[config.mk]
export PLATFORM = sky130hd
export DESIGN_NAME = usb_device_config_register
export DESIGN_NICKNAME = d
export VERILOG_FILES = /design/src/usb_cfg_default_sel.v /design/src/usb_device_config_register.v
export VERILOG_INCLUDE_DIRS = /design/src
export SDC_FILE = /design/constraint.sdc
export NUM_CORES = 1
export LEC_CHECK = 0
export ABC_AREA = 0
export BUFFER_PORTS_ARGS = -buffer_cell sky130_fd_sc_hd__buf_2
export CELL_PAD_IN_SITES_DETAIL_PLACEMENT = 1
export CELL_PAD_IN_SITES_GLOBAL_PLACEMENT = 1
export CORE_MARGIN = 2
export CORE_UTILIZATION = 28
export CTS_CLUSTER_DIAMETER = 30
export CTS_CLUSTER_SIZE = 12
export DETAILED_ROUTE_END_ITERATION = 12
export PLACE_DENSITY = 0.83
export SETUP_SLACK_MARGIN = 0.5
export SLEW_MARGIN = 10
export SYNTH_ARGS = -nofsm -noshare
export SYNTH_HDL_FRONTEND = slang
export SYNTH_SLANG_ARGS = --single-unit
[constraint.sdc]
create_clock -name I_MCLK -period 1.6 [get_ports I_MCLK]
set_clock_uncertainty 0.05 [all_clocks]
set_input_delay 0.32 -clock I_MCLK [delete_from_list [all_inputs] [get_ports I_MCLK]]
set_output_delay 0.32 -clock I_MCLK [all_outputs]
set_load 0.01 [all_outputs]
[src/usb_cfg_map.vh]
// Overview of operation
// RULE_01: Bit 30 enables link power management support
// RULE_02: Bit 29 clear blocks suspend output
// RULE_03: Bits 15:13 pick connect speed, reset 000
// RULE_04: Bit 10 write one resets bulk-in transmitter
// RULE_05: Bit 9 write one resets bulk-out receiver
// RULE_06: Bit 6 picks ZLP or NAK on empty
// RULE_07: Bit 5 lets burst limit constrain bursts
// RULE_08: Read-only bit 4 reports plus/minus pin swap
// RULE_09: Bit 2 gates remote wakeup support
// RULE_10: Bit 1 selects bus or self powered
// RULE_11: Bit 0 clear stalls bulk-out on sync loss
// RULE_12: Protected fields survive the reset protection mechanism
// RULE_13: Suspend default from EEPROM, OTP, else one
// RULE_14: Pin swap default from EEPROM, OTP, else zero
// RULE_15: LPM and wakeup defaults: EEPROM, OTP, else one
// RULE_16: Power source default from EEPROM only, else one
// RULE_17: USB or lite reset restores loaded image values
// RULE_18: Reserved bits read zero, ignore writes
// RULE_19: Self-clearing reset bits return to zero alone
`ifndef USB_CFG_MAP_VH
`define USB_CFG_MAP_VH
`define ADDR_USB_CONFIG_0 12'h080
`define ADDR_W 12
`define BIT_LPM 30
`define BIT_SUSP 29
`define SPD_HI 15
`define SPD_LO 13
`define BIT_TX_RST 10
`define BIT_RX_RST 9
`define BIT_EMPTY_RSP 6
`define BIT_BURST_EN 5
`define BIT_SWAP 4
`define BIT_WAKE 2
`define BIT_PWR 1
`define BIT_NO_STALL 0
`define SPEED_HIGH 3'h0
`define SPEED_FULL 3'h1
`define DEF_LPM 1'h1
`define DEF_SUSP 1'h1
`define DEF_SWAP 1'h0
`define DEF_WAKE 1'h1
`define DEF_PWR 1'h1
`define RST_PULSE_CYC 2'h1
`define ZERO32 32'h00000000
`endif

[src/usb_cfg_default_sel.v]
`timescale 1ns/1ps
`include "usb_cfg_map.vh"
// Picks one field's image default: EEPROM, then OTP, then fixed value
module usb_cfg_default_sel #(
  parameter OTP_OK = 1,
  parameter FIXED = 1'b1
) (
  input wire eeprom_present,
  input wire eeprom_bit,
  input wire otp_valid,
  input wire otp_bit,
  output wire value
);
  // Priority chain; power source passes OTP_OK=0 and skips OTP
  assign value = eeprom_present ? eeprom_bit :
                 ((OTP_OK != 0) && otp_valid) ? otp_bit : FIXED;
endmodule // usb_cfg_default_sel

[src/usb_device_config_register.v]
// Implementation choice: the Wishbone slave port.
`timescale 1ns/1ps
`include "usb_cfg_map.vh"
module usb_device_config_register (
  // Clock and reset
  input wire I_MCLK,
  input wire I_RST_N,
  // Wishbone slave
  input wire i_wb_cyc,
  input wire i_wb_stb,
  input wire i_wb_we,
  input wire [11:0] i_wb_adr,
  input wire [3:0] i_wb_sel,
  input wire [31:0] i_wb_dat,
  output reg [31:0] o_wb_dat,
  output reg o_wb_ack,
  // Image sources (EEPROM flags and OTP flags)
  input wire i_eeprom_present,
  input wire i_otp_valid,
  input wire i_image_load,
  input wire i_eeprom_flag_lpm,
  input wire i_eeprom_flag_suspend,
  input wire i_eeprom_flag_pin_swap,
  input wire i_eeprom_flag_wake,
  input wire i_eeprom_flag_power_source,
  input wire i_otp_flag_lpm,
  input wire i_otp_flag_suspend,
  input wire i_otp_flag_pin_swap,
  input wire i_otp_flag_wake,
  // Reset events from the USB side
  input wire i_usb_reset,
  input wire i_lite_reset_cmd,
  // Core status inputs
  input wire i_suspend_cond,
  input wire i_rx_fifo_empty,
  input wire i_bulk_in_token,
  input wire i_sync_loss,
  input wire i_host_wake_enable,
  // Control outputs
  output reg O_SUSPEND_N,
  output reg O_LPM_ENABLE,
  output reg [2:0] O_CONNECT_SPEED,
  output reg O_BULK_IN_TX_RST,
  output reg O_BULK_OUT_RX_RST,
  output reg O_IN_NAK,
  output reg O_IN_ZLP,
  output reg O_BURST_LIMIT_EN,
  output reg O_PIN_SWAP,
  output reg O_REMOTE_WAKE_OK,
  output reg O_SELF_POWERED,
  output reg O_BULK_OUT_STALL
);
  // Port directions on wishbone named lower case per bus convention
  // Image defaults from the selector
  wire def_lpm;
  wire def_susp;
  wire def_swap;
  wire def_wake;
  wire def_pwr;
  // Field registers
  reg lpm_reg;
  reg susp_reg;
  reg [2:0] speed_reg;
  reg tx_rst_reg;
  reg rx_rst_reg;
  reg empty_rsp_reg;
  reg burst_en_reg;
  reg swap_reg;
  reg wake_reg;
  reg pwr_reg;
  reg no_stall_reg;
  // Latched image values, restored on USB or lite reset
  reg [4:0] image_reg;
  // Bus decode
  wire hit = i_wb_adr == `ADDR_USB_CONFIG_0;
  wire req = i_wb_cyc & i_wb_stb & ~o_wb_ack;
  wire wr = req & i_wb_we & hit;
  wire restore = i_usb_reset | i_lite_reset_cmd;
  // Register read image, reserved bits zero [RULE_18]
  wire [31:0] rd_val = {1'b0, lpm_reg, susp_reg, 13'h0000, speed_reg, 2'h0,
    tx_rst_reg, rx_rst_reg, 2'h0, empty_rsp_reg, burst_en_reg, swap_reg,
    1'b0, wake_reg, pwr_reg, no_stall_reg};

  // Per-field default selection [RULE_13] [RULE_14] [RULE_15] [RULE_16]
  usb_cfg_default_sel #(.OTP_OK(1), .FIXED(`DEF_LPM)) u_lpm (
    .eeprom_present(i_eeprom_present), .eeprom_bit(i_eeprom_flag_lpm),
    .otp_valid(i_otp_valid), .otp_bit(i_otp_flag_lpm), .value(def_lpm));
  usb_cfg_default_sel #(.OTP_OK(1), .FIXED(`DEF_SUSP)) u_susp (
    .eeprom_present(i_eeprom_present), .eeprom_bit(i_eeprom_flag_suspend),
    .otp_valid(i_otp_valid), .otp_bit(i_otp_flag_suspend), .value(def_susp));
  usb_cfg_default_sel #(.OTP_OK(1), .FIXED(`DEF_SWAP)) u_swap (
    .eeprom_present(i_eeprom_present), .eeprom_bit(i_eeprom_flag_pin_swap),
    .otp_valid(i_otp_valid), .otp_bit(i_otp_flag_pin_swap), .value(def_swap));
  usb_cfg_default_sel #(.OTP_OK(1), .FIXED(`DEF_WAKE)) u_wake (
    .eeprom_present(i_eeprom_present), .eeprom_bit(i_eeprom_flag_wake),
    .otp_valid(i_otp_valid), .otp_bit(i_otp_flag_wake), .value(def_wake));
  usb_cfg_default_sel #(.OTP_OK(0), .FIXED(`DEF_PWR)) u_pwr (
    .eeprom_present(i_eeprom_present), .eeprom_bit(i_eeprom_flag_power_source),
    .otp_valid(i_otp_valid), .otp_bit(1'b0), .value(def_pwr));

  // Image capture: loader pulse latches the resolved defaults
  always @(posedge I_MCLK or negedge I_RST_N) begin
    if (!I_RST_N) begin
      // Fixed defaults until the first load
      image_reg <= {`DEF_LPM, `DEF_SUSP, `DEF_SWAP, `DEF_WAKE, `DEF_PWR};
    end else if (i_image_load) begin
      image_reg <= {def_lpm, def_susp, def_swap, def_wake, def_pwr};
    end
  end

  // Field registers with restore, write and self clear
  always @(posedge I_MCLK or negedge I_RST_N) begin
    if (!I_RST_N) begin
      lpm_reg <= `DEF_LPM;
      susp_reg <= `DEF_SUSP;
      speed_reg <= `SPEED_HIGH; // [RULE_03]
      tx_rst_reg <= 1'b0;
      rx_rst_reg <= 1'b0;
      empty_rsp_reg <= 1'b0;
      burst_en_reg <= 1'b0;
      swap_reg <= `DEF_SWAP;
      wake_reg <= `DEF_WAKE;
      pwr_reg <= `DEF_PWR;
      no_stall_reg <= 1'b0;
    end else begin
      // Self-clearing bits drop after one applied cycle [RULE_19]
      tx_rst_reg <= 1'b0;
      rx_rst_reg <= 1'b0;
      if (i_image_load) begin
        // Fresh image overrides current values
        lpm_reg <= def_lpm;
        susp_reg <= def_susp;
        swap_reg <= def_swap;
        wake_reg <= def_wake;
        pwr_reg <= def_pwr;
      end else if (restore) begin
        // Restore protected fields from the last image [RULE_17] [RULE_12]
        lpm_reg <= image_reg[4];
        susp_reg <= image_reg[3];
        swap_reg <= image_reg[2];
        wake_reg <= image_reg[1];
        pwr_reg <= image_reg[0];
        speed_reg <= `SPEED_HIGH;
      end else if (wr) begin
        // Byte lanes; swap bit is read only [RULE_08]
        if (i_wb_sel[3]) begin
          lpm_reg <= i_wb_dat[`BIT_LPM]; // [RULE_01]
          susp_reg <= i_wb_dat[`BIT_SUSP]; // [RULE_02]
        end
        if (i_wb_sel[1]) begin
          speed_reg <= i_wb_dat[`SPD_HI:`SPD_LO]; // [RULE_03]
          tx_rst_reg <= i_wb_dat[`BIT_TX_RST]; // [RULE_04]
          rx_rst_reg <= i_wb_dat[`BIT_RX_RST]; // [RULE_05]
        end
        if (i_wb_sel[0]) begin
          empty_rsp_reg <= i_wb_dat[`BIT_EMPTY_RSP]; // [RULE_06]
          burst_en_reg <= i_wb_dat[`BIT_BURST_EN]; // [RULE_07]
          wake_reg <= i_wb_dat[`BIT_WAKE]; // [RULE_09]
          pwr_reg <= i_wb_dat[`BIT_PWR]; // [RULE_10]
          no_stall_reg <= i_wb_dat[`BIT_NO_STALL]; // [RULE_11]
        end
      end
    end
  end

  // Wishbone answer: ack one cycle after request, any address
  always @(posedge I_MCLK or negedge I_RST_N) begin
    if (!I_RST_N) begin
      o_wb_ack <= 1'b0;
      o_wb_dat <= `ZERO32;
    end else begin
      o_wb_ack <= req;
      // Unmapped addresses read zero
      if (req && !i_wb_we) begin
        o_wb_dat <= hit ? rd_val : `ZERO32;
      end
    end
  end

  // Registered control outputs to the core
  always @(posedge I_MCLK or negedge I_RST_N) begin
    if (!I_RST_N) begin
      O_SUSPEND_N <= 1'b1;
      O_LPM_ENABLE <= 1'b0;
      O_CONNECT_SPEED <= `SPEED_HIGH;
      O_BULK_IN_TX_RST <= 1'b0;
      O_BULK_OUT_RX_RST <= 1'b0;
      O_IN_NAK <= 1'b0;
      O_IN_ZLP <= 1'b0;
      O_BURST_LIMIT_EN <= 1'b0;
      O_PIN_SWAP <= 1'b0;
      O_REMOTE_WAKE_OK <= 1'b0;
      O_SELF_POWERED <= 1'b0;
      O_BULK_OUT_STALL <= 1'b0;
    end else begin
      O_SUSPEND_N <= ~(susp_reg & i_suspend_cond); // [RULE_02]
      O_LPM_ENABLE <= lpm_reg; // [RULE_01]
      O_CONNECT_SPEED <= speed_reg; // [RULE_03]
      O_BULK_IN_TX_RST <= tx_rst_reg; // [RULE_04]
      O_BULK_OUT_RX_RST <= rx_rst_reg; // [RULE_05]
      // Empty FIFO answer on an IN token [RULE_06]
      O_IN_NAK <= i_bulk_in_token & i_rx_fifo_empty & empty_rsp_reg;
      O_IN_ZLP <= i_bulk_in_token & i_rx_fifo_empty & ~empty_rsp_reg;
      O_BURST_LIMIT_EN <= burst_en_reg; // [RULE_07]
      O_PIN_SWAP <= swap_reg; // [RULE_08]
      O_REMOTE_WAKE_OK <= wake_reg & i_host_wake_enable; // [RULE_09]
      O_SELF_POWERED <= pwr_reg; // [RULE_10]
      // Sticky stall until receiver reset; a fresh loss beats the clear [RULE_11]
      if (i_sync_loss && !no_stall_reg)
        O_BULK_OUT_STALL <= 1'h1;
      else if (rx_rst_reg)
        O_BULK_OUT_STALL <= 1'h0;
    end
  end
endmodule // usb_device_config_register

# Word-level counts from Yosys, hierarchy flattened
# Cells that the tools add are included.
# totals
register_bits	65
in_bits	72
out_inout_bits	47
wordCells	98
# classes
eq_ne	1
mux	41
bitwise	15
n_reduce_logical	15
# ops
op	n
2-to-1 mux 1 bit	37
2-to-1 mux 31 bit	1
== test 12 x 8 -> 1 bit (second input constant)	1
bitwise AND 1 bit	9
2-to-1 mux 3 bit	3
nonzero test 3 bit	3
nonzero test 2 bit	4
inverter 1 bit	5
AND reduction 2 bit	2
AND reduction 4 bit	1
AND reduction 3 bit	1
logical AND 1 bit	2
zero test 1 bit	2
OR 1 bit	1

# Logic depth before layout (Yosys ltp)
# Gate-level depths: netlist of the first run.
# depth
ltp_word	7
ltp_mapped	6
ltp_nobuf	4

# Hierarchy
# From an unflattened synthesis of the first run, not the netlist that was laid out.
# unflattened
hier_cells	167
area_unflattened_um2	2004.4
# by_module_without_submodules
mod	instances	cells_per_inst	area_each_um2	seq_area_each_um2
usb_device_config_register	1	154	1910.6	1162.4
usb_cfg_default_sel (u_lpm ...)	3	3	25.0	0.0
usb_cfg_default_sel (u_swap)	1	3	12.5	0.0
usb_cfg_default_sel (u_pwr)	1	1	6.3	0.0

# Worst setup path after synthesis of the first run
# OpenSTA, ideal clock, no wires.
# synth_path
path_type	input to register
startpoint	in i_wb_adr[5]
endpoint	reg pwr_reg
setup_time_ns	0.062
t_arrival_ns	1.834
path_slack_ns	-0.346
cell_stages	5
path_buffers	1
path_cell_list	or4b_4 -> or4_1 -> buf_2 -> a211oi_2 -> a31o_1
# synth_via
elab_chain_cells	4
# synth_lines
item	line_no	text
start: declaration	usb_device_config_register.v:12	input wire [11:0] i_wb_adr,
== test 12 x 8 -> 1 bit (no line)	-	
bitwise AND 1 bit	usb_device_config_register.v:77	wire wr = req & i_wb_we & hit;
nonzero test 3 bit (no line)	-	
AND reduction 2 bit (no line)	-	
end signal: assignment	usb_device_config_register.v:123	pwr_reg <= `DEF_PWR;
end signal: assignment	usb_device_config_register.v:135	pwr_reg <= def_pwr;
end signal: assignment	usb_device_config_register.v:142	pwr_reg <= image_reg[0];
end: declaration	usb_device_config_register.v:70	reg pwr_reg;
# No other way between the ends.
# A chain may end at the register's enable or synchronous reset.

# Worst setup path after layout of the first run
# layout_path
startpoint	in i_wb_adr[11]
endpoint	reg speed_reg[0]
# layout_via
elab_chain_cells	4
# layout_lines
item	line_no	text
== test 12 x 8 -> 1 bit (no line)	-	
bitwise AND 1 bit	usb_device_config_register.v:77	
nonzero test 2 bit (no line)	-	
AND reduction 3 bit (no line)	-	
end signal: assignment	usb_device_config_register.v:116	speed_reg <= `SPEED_HIGH;
end signal: assignment	usb_device_config_register.v:143	speed_reg <= `SPEED_HIGH;
end signal: assignment	usb_device_config_register.v:151	speed_reg <= i_wb_dat[`SPD_HI:`SPD_LO];
end: declaration	usb_device_config_register.v:63	reg [2:0] speed_reg;
# No other way between the ends.

==> flow_summary.rst, run 1 <==
.. list-table::
   :header-rows: 1

   * - Metric
     - Value
   * - First-pass GRT wire length
     - 8.77 mm
   * - Number of standard cells in the final layout excluding fillers
     - 381
   * - Number of routed nets with antenna violations
     - 0
   * - Max-slew violation total from the final report
     - 0
   * - Synthesized instance count
     - 172
   * - Outcome
     - complete, but fails checks
   * - Number of placement rows
     - 30
   * - Total power consumption of the routed design
     - 2.60 mW
   * - Core ar.
     - 0.00683 mm2
   * - Leakage power of the design
     - 1.55 nW
   * - Mean instance size in the synthesized netlist
     - 11.6 um2
   * - Number of distinct standard cells referenced by the synthesized netlist
     - 35
   * - Setup slack at placement
     - -0.453 ns
   * - RSZ-0062 raised after global routing
     - true
   * - Final routed wire length divided by cell count
     - 15.2 um
   * - Largest net degree at the start of global routing
     - 32
   * - Critical-path maximum fanout
     - 3
   * - Data required time of the critical path
     - 1.74 ns
   * - Final hold violations
     - 0
   * - Synthesized cell area
     - 0.00199 mm2
   * - Layout Area Growth over Synthesis
     - 49.0%
   * - Nature of the critical path endpoint
     - flip-flop
   * - Worst vdd rail ir drop
     - 0.344 mV
   * - TritonCTS buffer count
     - 5
   * - Via count of the first global-routing pass
     - 1759
   * - Count of flip-flops with a built-in enable after synthesis
     - 0
   * - Vertical die dimension
     - 88.3 um
   * - Detailed router's first-iteration violation count
     - 45
   * - Peak clock frequency supported by timing
     - 0.563 GHz
   * - Antenna violations before repair
     - 0
   * - TritonCTS clock tree
     - yes
   * - Number of top-level pins
     - 119
   * - Final core area utilization
     - 43.4%
   * - Final-report setup violation count
     - 12
   * - Global route overflow
     - 0
   * - Diode insertion count for antenna repair
     - 0
   * - Violations in the final reports
     - negative setup slack
   * - Top area cells in the synthesized netlist
     - sky130_fd_sc_hd__dfrtp_1, sky130_fd_sc_hd__dfstp_2, sky130_fd_sc_hd__buf_4
   * - Number of buffers on the longest clock path
     - 2
   * - Port buffer count
     - 78
   * - Kind of start point of the critical path
     - input pin
   * - Max-capacitance violation count
     - 0
   * - Share of the yosys chip area belonging to registers
     - 58.4%
   * - Time the final worst path needs with I/O delays and setup
     - 1.78 ns
   * - Cell area after placement
     - 0.00254 mm2
   * - Path type of the worst min-delay path
     - input pin to flip-flop
   * - GRT Overall Usage
     - 15.0%
   * - Final weighted congestion in routability-driven placement
     - 0.764
   * - Number of iterations in the first detailed-routing pass
     - 4
   * - Fin worst setup slack
     - -0.177 ns
   * - Clock net sink count
     - 46
   * - Number of placed instances with taps included
     - 350
   * - Fraction of final layout cells with drive strength greater than 1
     - 51.6%
   * - Worst EP arrival
     - 1.91 ns
   * - Most instantiated flip-flop cell in the synthesis netlist
     - sky130_fd_sc_hd__dfrtp_1
   * - Clock-pin slew of the registers on the worst-case setup and hold paths
     - 0.09 ns
   * - Cell area after layout
     - 0.00297 mm2
   * - Detailed Place HPWL
     - 4.14 mm
   * - Cell type contributing the most total cell area after synthesis
     - sky130_fd_sc_hd__dfrtp_1
   * - Number of synthesis warnings
     - 0
   * - Die Wd
     - 88.3 um
   * - Routed vias/inst
     - 4.48
   * - Setup Crit Path Kind
     - input pin to flip-flop
   * - Post-Route Hold Slack
     - 0.102 ns
   * - Detailed-route DRC error count
     - 0
   * - Period utilization
     - 111%
   * - Die footprint
     - 0.00780 mm2
   * - Share of async-settable or async-resettable flops after synthesis
     - 100%
   * - Clock latency of the later-clocked register in the worst-skew pair
     - 0.30 ns
   * - H-tree levels
     - 2
   * - Final net count
     - 356
   * - Total routed wirelength
     - 5.78 mm
   * - Effective utilization at floorplan
     - 29.1%
   * - Via count
     - 1706
   * - Pwr per Cell Area
     - 875 mW/mm2
   * - Total Neg Setup Slack
     - -1.38 ns
   * - Synth top area share
     - 46.5%
   * - Post-synthesis register bit count
     - 46
   * - Flip-flop count of the largest register, all copies and words added
     - 13
   * - Root buffer cell
     - sky130_fd_sc_hd__clkbuf_8
## cell type report
class	count	area (um2)
fill	777	3860
sequential	46	1160
multi-input combinational	109	762
timing repair buffer	112	742
tap	96	120
clock buffer	6	82.6
clock inverter	2	60.1
inverter	10	37.5
## report_power, final
group          internal, mW  switching, mW
clock                 0.666          0.394
sequential             1.22         0.0246
combinational         0.129          0.159
total                  2.02          0.578
## cells in the final DEF, fill, tap and decap left out, types with 3 or more instances in the layout
| cell | n |
|---|---|
| sky130_fd_sc_hd__dfstp_2 | 9 |
| sky130_fd_sc_hd__nand2_1 | 10 |
| sky130_fd_sc_hd__mux2_2 | 3 |
| sky130_fd_sc_hd__and3_1 | 3 |
| sky130_fd_sc_hd__or4_4 | 3 |
| sky130_fd_sc_hd__nor2_1 | 8 |
| sky130_fd_sc_hd__buf_4 | 26 |
| sky130_fd_sc_hd__a22o_1 | 13 |
| sky130_fd_sc_hd__o21ai_1 | 4 |
| sky130_fd_sc_hd__dfrtp_1 | 37 |
| sky130_fd_sc_hd__conb_1 | 19 |
| sky130_fd_sc_hd__o211ai_1 | 6 |
| sky130_fd_sc_hd__a21boi_0 | 3 |
| sky130_fd_sc_hd__o221ai_2 | 3 |
| sky130_fd_sc_hd__buf_6 | 15 |
| sky130_fd_sc_hd__clkbuf_8 | 6 |
| sky130_fd_sc_hd__o21ai_0 | 5 |
| sky130_fd_sc_hd__buf_2 | 68 |
| sky130_fd_sc_hd__a21o_1 | 4 |
| sky130_fd_sc_hd__nand3_1 | 3 |
| sky130_fd_sc_hd__inv_1 | 10 |
## cell families (layout without fill, tap and decap cells)
kind of cell	count (synthesis)	after routing	synth area share [%]
AO/OA/AOI/OAI	46	46	17.6
multiplexers	4	4	2.26
AND/OR/NAND/NOR	40	40	11.3
other	1	19	0.188
flip-flops	46	46	58.4
buffers and inverters	35	130	10.3
## cell usage after synthesis (all sizes together), types with 4 or more instances
cell / number
nor2: 8
dfstp: 9
clkbuf: 4
mux2: 4
nand2: 11
buf: 21
inv: 10
o221ai: 5
a22o: 13
o211ai: 6
a21o: 4
o21ai: 9
dfrtp: 37
## worst paths after layout
check / from / endpoint / slack (ns) / depth (start not counted)
max in group asynchronous: I_RST_N / lpm_reg$_DFFE_PN1P_ / 0.59 / 3
worst min-delay path: i_suspend_cond / O_SUSPEND_N$_DFF_PN1_ / 0.10 / 2
min in group asynchronous: I_RST_N / O_REMOTE_WAKE_OK$_DFF_PN0_ / 0.41 / 2
worst max register to register: o_wb_ack$_DFF_PN0_ / speed_reg[0]$_DFFE_PN0P_ / -0.12 / 5
worst min register to register: tx_rst_reg$_DFF_PN0_ / O_BULK_IN_TX_RST$_DFF_PN0_ / 0.33 / 0
worst max-delay path: i_wb_adr[11] / speed_reg[0]$_DFFE_PN0P_ / -0.18 / 6
## critical path, stage by stage
cell and delay [ns]:
sky130_fd_sc_hd__buf_6 0.09, sky130_fd_sc_hd__or4_4 0.55, sky130_fd_sc_hd__or4_4 0.58, sky130_fd_sc_hd__buf_6 0.15
sky130_fd_sc_hd__o221ai_2 0.13, sky130_fd_sc_hd__o21ai_1 0.08
## per-layer routing
layer | track usage, % | part of all wire (%) | wire length [um] | vias up
met1 | 17.7 | 40 | 2320 | 830
li1 | - | - | - | 804
met3 | 3.82 | 5.8 | 336 | 7
met5 | 0 | 0 | 0 | -
met2 | 27.3 | 53 | 3080 | 65
met4 | 3.31 | 0.80 | 46 | 0
## timing repair
| action | in CTS | in global routing |
|---|---|---|
| endpoints found under the hold margin | 9 | 0 |
| hold buffers | 1 | 0 |
| pin swaps | 9 | 6 |
| resized for setup | 15 | 7 |
| endpoints found under the setup margin | 53 | 66 |
| setup buffers | 14 | 8 |
Note: power is estimated with default switching activity, not from simulation.
==> inputs of run 2 (changes only) <==
--- a/config.mk
+++ b/config.mk
@@ -11,11 +11,11 @@
 export CELL_PAD_IN_SITES_DETAIL_PLACEMENT = 1
 export CELL_PAD_IN_SITES_GLOBAL_PLACEMENT = 1
 export CORE_MARGIN = 2
-export CORE_UTILIZATION = 28
+export CORE_UTILIZATION = 34
 export CTS_CLUSTER_DIAMETER = 30
 export CTS_CLUSTER_SIZE = 12
 export DETAILED_ROUTE_END_ITERATION = 12
-export PLACE_DENSITY = 0.83
+export PLACE_DENSITY = 0.93
 export SETUP_SLACK_MARGIN = 0.5
 export SLEW_MARGIN = 10
 export SYNTH_ARGS = -nofsm -noshare
==> constraint.sdc (replaced) <==
create_clock -name I_MCLK -period 2.3 [get_ports I_MCLK]
set_clock_uncertainty 0.05 [all_clocks]
set_input_delay 0.46 -clock I_MCLK [delete_from_list [all_inputs] [get_ports I_MCLK]]
set_output_delay 0.46 -clock I_MCLK [all_outputs]
set_load 0.01 [all_outputs]
==> flow_summary.rst, run 2 (synthesis gave the netlist of run 1 again) <==
.. list-table::
   :header-rows: 1

   * - Metric
     - Value
   * - Largest net degree at the start of global routing
     - 39
   * - Total routed wirelength
     - 5.09 mm
   * - Final-report setup violation count
     - 0
   * - Layout Area Growth over Synthesis
     - 30.8%
   * - Fillcell total
     - 649
   * - Vertical die dimension
     - 80.5 um
   * - Number of placement rows
     - 27
   * - Number of top-level pins
     - 119
   * - RSZ-0062 raised after global routing
     - true
   * - Die footprint
     - 0.00648 mm2
   * - Final net count
     - 332
   * - Via count
     - 1594
   * - Fin worst setup slack
     - 0.386 ns
   * - Kind of start point of the critical path
     - input pin
   * - Antenna violations before repair
     - 0
   * - Global route overflow
     - 0
   * - First-pass GRT wire length
     - 7.88 mm
   * - Final weighted congestion in routability-driven placement
     - 0.747
   * - Worst-Margin Slew
     - 0.796 ns
   * - Total power consumption of the routed design
     - 1.53 mW
   * - Number of iterations in the first detailed-routing pass
     - 4
   * - Number of routed nets with antenna violations
     - 0
   * - Data required time of the critical path
     - 2.46 ns
   * - Time the final worst path needs with I/O delays and setup
     - 1.91 ns
   * - Nature of the critical path endpoint
     - flip-flop
   * - Clock-pin slew of the registers on the worst-case setup and hold paths
     - 0.09 ns
   * - Worst slew margin relative to its limit
     - 46.9%
   * - Max-capacitance violation count
     - 0
   * - Period utilization
     - 83.2%
   * - Diode insertion count for antenna repair
     - 0
   * - Root buffer cell
     - sky130_fd_sc_hd__clkbuf_8
   * - Routed vias/inst
     - 4.79
   * - Fraction of final layout cells with drive strength greater than 1
     - 46.7%
   * - GRT Overall Usage
     - 16.0%
   * - Final routed wire length divided by cell count
     - 15.3 um
   * - Final hold violations
     - 0
   * - Port buffer count
     - 78
   * - Worst EP arrival
     - 2.08 ns
   * - Path type of the worst min-delay path
     - input pin to async pin
   * - TritonCTS clock tree
     - yes
   * - Cell area after layout
     - 0.00260 mm2
   * - H-tree levels
     - 2
   * - TritonCTS buffer count
     - 5
   * - Setup slack at placement
     - 0.0480 ns
   * - Peak clock frequency supported by timing
     - 0.523 GHz
   * - Final core area utilization
     - 46.7%
   * - Global routing usage on met2
     - 30.1%
   * - Highest-count cells in the layout ignoring fill and taps
     - sky130_fd_sc_hd__buf_2, sky130_fd_sc_hd__dfrtp_1, sky130_fd_sc_hd__conb_1
   * - Outcome
     - complete, no violations
   * - Cell area after placement
     - 0.00244 mm2
   * - Met3 track demand over resource in global routing
     - 4.16%
   * - Number of hold buffers added after CTS
     - 0
   * - Commonest non-fill, non-tap cell in the layout
     - sky130_fd_sc_hd__buf_2
   * - Number of buffers on the longest clock path
     - 2
   * - Die Wd
     - 80.5 um
   * - Detailed router's first-iteration violation count
     - 94
   * - Core ar.
     - 0.00557 mm2
   * - Clock latency of the later-clocked register in the worst-skew pair
     - 0.30 ns
   * - Worst vdd rail ir drop
     - 0.240 mV
   * - Global routing met1 resource utilization
     - 17.8%
   * - Critical-path maximum fanout
     - 6
   * - Setup Crit Path Kind
     - input pin to flip-flop
   * - Detailed Place HPWL
     - 4.00 mm
   * - Flip-flop count of the largest register, all copies and words added
     - 13
   * - Clock net sink count
     - 46
   * - Leakage power of the design
     - 1.37 nW
   * - Effective utilization at floorplan
     - 35.7%
   * - Via count of the first global-routing pass
     - 1663
   * - Max-slew violation total from the final report
     - 0
   * - Global route hottest layer
     - met2
   * - Pwr per Cell Area
     - 589 mW/mm2
   * - Total Neg Setup Slack
     - 0 ns
   * - Detailed-route DRC error count
     - 0
run 2: changes by cell type in the layout (fill, tap and decap cells not counted), moves of 2 or more:
cell                        before  now
sky130_fd_sc_hd__buf_4          26    9
sky130_fd_sc_hd__buf_6          15    2
sky130_fd_sc_hd__bufinv_16       2    0
sky130_fd_sc_hd__buf_2          68   77
run 2: area by class of cell:
type,count,area (um2),area share [%]
clock inverter,3,21.3,0.817
sequential,46,1160,44.6
multi-input combinational,109,748,28.7
timing repair buffer,88,475,18.3
tap,72,90.1,3.46
clock buffer,5,68.8,2.64
inverter,10,37.5,1.44
run 2: stage by stage:
step,hold WS (ns),cells
floorplan,0.114,190
global placement,0.307,321
detailed placement,0.324,321
CTS,0.215,332
global route,0.218,333
finish,0.191,333
run 2: what timing repair did:
action                     in CTS  in global routing
pin swaps                       5                  3
gates cloned                    0                  1
gates resized for setup         2                  7
buffers inserted                3                  0
setup endpoints to repair       6                 25
run 2: where the power goes:
group | switching [mW] | leakage, nW | total, mW | internal, mW
clock | 0.275 | 0.0441 | 0.488 | 0.214
sequential | 0.0171 | 0.591 | 0.868 | 0.851
combinational | 0.103 | 0.738 | 0.177 | 0.0742
run 2: path summary, 6_finish.rpt:
path	slack (ns)	to	cells past startpoint	from
max	0.39	lpm_reg$_DFFE_PN1P_	5	i_wb_adr[0]
min	0.19	O_IN_ZLP$_DFF_PN0_	1	I_RST_N
min in group I_MCLK	0.24	O_SUSPEND_N$_DFF_PN1_	2	i_suspend_cond
max reg2reg	0.48	lpm_reg$_DFFE_PN1P_	4	o_wb_ack$_DFF_PN0_
min reg2reg	0.34	O_BULK_IN_TX_RST$_DFF_PN0_	0	tx_rst_reg$_DFF_PN0_
max in group asynchronous	1.38	o_wb_dat[14]$_DFFE_PN0P_	2	I_RST_N
run 2: per-layer routing:
layer / vias to the layer above / part of all wire (%) / routed length [um]
li1: 750 / - / -
met1: 769 / 39 / 2000
met2: 71 / 53 / 2690
met3: 4 / 6.7 / 340
met4: 0 / 1.1 / 57
met5: - / 0 / 0
run 2: critical path: stages:
cell	delay (ns)
sky130_fd_sc_hd__buf_6	0.09
sky130_fd_sc_hd__or4_4	0.56
sky130_fd_sc_hd__or4_4	0.61
sky130_fd_sc_hd__o211ai_1	0.23
sky130_fd_sc_hd__o211ai_1	0.13
==> inputs of run 3 (changes only) <==
--- a/config.mk
+++ b/config.mk
@@ -6,16 +6,16 @@
 export SDC_FILE = /design/constraint.sdc
 export NUM_CORES = 1
 export LEC_CHECK = 0
-export ABC_AREA = 0
+export ABC_AREA = 1
 export BUFFER_PORTS_ARGS = -buffer_cell sky130_fd_sc_hd__buf_2
 export CELL_PAD_IN_SITES_DETAIL_PLACEMENT = 1
 export CELL_PAD_IN_SITES_GLOBAL_PLACEMENT = 1
 export CORE_MARGIN = 2
-export CORE_UTILIZATION = 34
+export CORE_UTILIZATION = 28
 export CTS_CLUSTER_DIAMETER = 30
 export CTS_CLUSTER_SIZE = 12
 export DETAILED_ROUTE_END_ITERATION = 12
-export PLACE_DENSITY = 0.93
+export PLACE_DENSITY = 0.84
 export SETUP_SLACK_MARGIN = 0.5
 export SLEW_MARGIN = 10
 export SYNTH_ARGS = -nofsm -noshare
==> constraint.sdc (replaced) <==
create_clock -name I_MCLK -period 1.68 [get_ports I_MCLK]
set_clock_uncertainty 0.05 [all_clocks]
set_input_delay 0.336 -clock I_MCLK [delete_from_list [all_inputs] [get_ports I_MCLK]]
set_output_delay 0.336 -clock I_MCLK [all_outputs]
set_load 0.01 [all_outputs]
==> flow_summary.rst, run 3 <==
.. list-table::
   :header-rows: 1

   * - Metric
     - Value
   * - Outcome
     - complete, no violations
   * - Antenna violations before repair
     - 0
   * - Worst flop-to-flop path endpoint
     - empty_rsp_reg$_DFFE_PN0P_
   * - Number of synthesis warnings
     - 0
   * - Path type of the worst min-delay path
     - input pin to flip-flop
   * - Max-capacitance violation count
     - 0
   * - Pwr per Cell Area
     - 836 mW/mm2
   * - Final hold violations
     - 0
   * - Footprint of the multi-input gates
     - 788 um2
   * - Crit path launch
     - o_wb_ack$_DFF_PN0_
   * - TritonCTS buffer count
     - 5
   * - Final-report setup violation count
     - 0
   * - Most instantiated flip-flop cell in the synthesis netlist
     - sky130_fd_sc_hd__dfrtp_1
   * - Via count
     - 1765
   * - Time the final worst path needs with I/O delays and setup
     - 1.32 ns
   * - Detailed Place HPWL
     - 4.27 mm
   * - Clock net sink count
     - 46
   * - Final weighted congestion in routability-driven placement
     - 0.771
   * - Crit path largest cell delay
     - 0.39 ns
   * - Effective utilization at floorplan
     - 28.9%
   * - Routed vias/inst
     - 4.32
   * - Final net count
     - 381
   * - Worst vdd rail ir drop
     - 0.288 mV
   * - Kind of start point of the critical path
     - flip-flop
   * - Port buffer count
     - 78
   * - Final routed wire length divided by cell count
     - 13.3 um
   * - Number of placement rows
     - 31
   * - Setup Crit Path Kind
     - flip-flop to flip-flop
   * - Synthesized cell area
     - 0.00208 mm2
   * - Critical-path maximum fanout
     - 7
   * - Detailed router's first-iteration violation count
     - 28
   * - Via count of the first global-routing pass
     - 1889
   * - Top-count cell post-synth
     - sky130_fd_sc_hd__nand2_1
   * - Synth top area share
     - 44.4%
   * - Post-synthesis register bit count
     - 46
   * - Mean instance size in the synthesized netlist
     - 9.47 um2
   * - Data required time of the critical path
     - 1.83 ns
   * - Total Neg Setup Slack
     - 0 ns
   * - Clock-pin slew of the registers on the worst-case setup and hold paths
     - 0.09 ns
   * - Number of distinct standard cells referenced by the synthesized netlist
     - 28
   * - Nature of the critical path endpoint
     - flip-flop
   * - Diode insertion count for antenna repair
     - 0
   * - Commonest non-fill, non-tap cell in the layout
     - sky130_fd_sc_hd__buf_2
   * - Slowest cell on the critical path
     - sky130_fd_sc_hd__dfrtp_1
   * - Top area cells in the synthesized netlist
     - sky130_fd_sc_hd__dfrtp_1, sky130_fd_sc_hd__dfstp_2, sky130_fd_sc_hd__nand2_1
   * - Core ar.
     - 0.00721 mm2
   * - Max-slew violation total from the final report
     - 0
   * - Detailed-route DRC error count
     - 0
   * - Launch point of the worst reg-to-reg path
     - o_wb_ack$_DFF_PN0_
   * - First-pass GRT wire length
     - 9.19 mm
   * - Clock latency of the later-clocked register in the worst-skew pair
     - 0.30 ns
   * - Total routed wirelength
     - 5.43 mm
   * - Vertical die dimension
     - 90.3 um
   * - Capturing instance or port of the critical path
     - empty_rsp_reg$_DFFE_PN0P_
   * - Fraction of final layout cells with drive strength greater than 1
     - 41.3%
   * - Highest-count cells in the layout ignoring fill and taps
     - sky130_fd_sc_hd__buf_2, sky130_fd_sc_hd__nand2_1, sky130_fd_sc_hd__dfrtp_1
   * - Leakage power of the design
     - 1.45 nW
   * - Largest net degree at the start of global routing
     - 21
   * - Die footprint
     - 0.00815 mm2
   * - Fillcell total
     - 881
   * - Period utilization
     - 78.6%
   * - Number of routed nets with antenna violations
     - 0
   * - Worst R2R Setup Slack
     - 0.36 ns
   * - Cell type contributing the most total cell area after synthesis
     - sky130_fd_sc_hd__dfrtp_1
   * - Number of top-level pins
     - 119
   * - Global route overflow
     - 0
   * - Count of flip-flops with a built-in enable after synthesis
     - 0
   * - Cells traversed along the worst timing path
     - inv_2, nand3_4, nor2_4, nand4_4, o21ai_1, nand2_1
   * - RSZ-0062 raised after global routing
     - true
   * - Synthesized instance count
     - 220
   * - Worst-case reg-to-reg path depth
     - 6
   * - Synth top cells by count
     - sky130_fd_sc_hd__nand2_1, sky130_fd_sc_hd__dfrtp_1, sky130_fd_sc_hd__o21ai_0
   * - Flip-flop count of the largest register, all copies and words added
     - 13
   * - GRT Overall Usage
     - 14.1%
   * - Peak clock frequency supported by timing
     - 0.758 GHz
   * - Share of the yosys chip area belonging to registers
     - 55.8%
   * - Cell area after layout
     - 0.00277 mm2
   * - Number of buffers on the longest clock path
     - 2
   * - TritonCTS clock tree
     - yes
   * - Cell area after placement
     - 0.00254 mm2
   * - Root buffer cell
     - sky130_fd_sc_hd__clkbuf_8
   * - Share of async-settable or async-resettable flops after synthesis
     - 100%
   * - Number of iterations in the first detailed-routing pass
     - 4
   * - Reg area
     - 0.00116 mm2
   * - Die Wd
     - 90.3 um
   * - H-tree levels
     - 2
   * - Layout Area Growth over Synthesis
     - 32.7%
   * - Worst EP arrival
     - 1.47 ns
-- run 3: changes by cell type after synthesis, moves of 6 or more --
cell and change:
sky130_fd_sc_hd__o21ai_1 +12, sky130_fd_sc_hd__a22o_1 -13, sky130_fd_sc_hd__o211ai_1 -6, sky130_fd_sc_hd__o21ai_0 +19, sky130_fd_sc_hd__nand3_1 +8, sky130_fd_sc_hd__nand2_1 +39
-- run 3: through the flow --
step,hold WS [ns],std cells,utilization [%],setup slack (ns),power [mW]
after detailed placement,0.213,396,35.2,0.189,1.47
after CTS,0.110,407,37.6,0.341,2.33
after global placement,0.205,396,35.2,0.251,1.45
after global routing,0.115,409,38.3,0.235,2.42
final,0.116,409,38.3,0.360,2.31
after floorplan,-0.00959,238,-,0.429,1.36
-- run 3: cell families after synthesis --
logic type	count (synthesis)	share of synthesized area, %
compound gates	47	12.1
buf+inv	42	11.7
flops	46	55.8
other cells	1	0.180
simple gates	84	20.3
-- run 3: metal layers --
layer	share of wire (%)	wire length, um	track usage [%]
met5	0	0	0
met2	53	2860	25.6
met3	6.2	337	4.51
met1	40	2190	16.0
met4	0.76	41	3.46
-- run 3: power breakdown --
group / total [mW] / internal (mW) / switching, mW
logic: 0.276 / 0.112 / 0.164
registers: 1.19 / 1.17 / 0.0265
clock network: 0.841 / 0.443 / 0.398
total: 2.31 / 1.72 / 0.589
-- run 3: layout make-up --
cell class / instances / share of cell area, %
Multi-Input combinational cell: 150 / 28.5
Inverter: 17 / 2.35
Clock buffer: 5 / 2.49
Sequential cell: 46 / 42.0
Timing Repair Buffer: 89 / 18.5
Clock inverter: 3 / 1.63
Tap cell: 99 / 4.48
-- run 3: how the worst min path moves through the flow --
stage / cells past startpoint / endpoint / start
2_1_floorplan: 0 / O_BULK_IN_TX_RST$_DFF_PN0_ / I_RST_N
3_3_place_gp: 1 / o_wb_dat[1]$_DFFE_PN0P_ / I_RST_N
3_5_place_dp: 1 / o_wb_ack$_DFF_PN0_ / I_RST_N
4_1_cts: 2 / O_SUSPEND_N$_DFF_PN1_ / i_suspend_cond
5_1_grt: 2 / O_SUSPEND_N$_DFF_PN1_ / i_suspend_cond
6_report: 2 / O_SUSPEND_N$_DFF_PN1_ / i_suspend_cond
-- run 3: worst max-delay path, delay by kind of cell (launching register included) --
family	cells	cell delay [ns]
compound gates	1	0.17
flops	1	0.39
buf+inv	1	0.07
simple gates	4	0.52
-- run 3: repair_timing --
item / CTS / global route
endpoints found under the hold margin: 12 / 0
setup endpoints to repair: 53 / 73
hold buffers: 1 / 0
resized for setup: 10 / 9
setup buffers: 2 / 2
pin swaps: 10 / 7
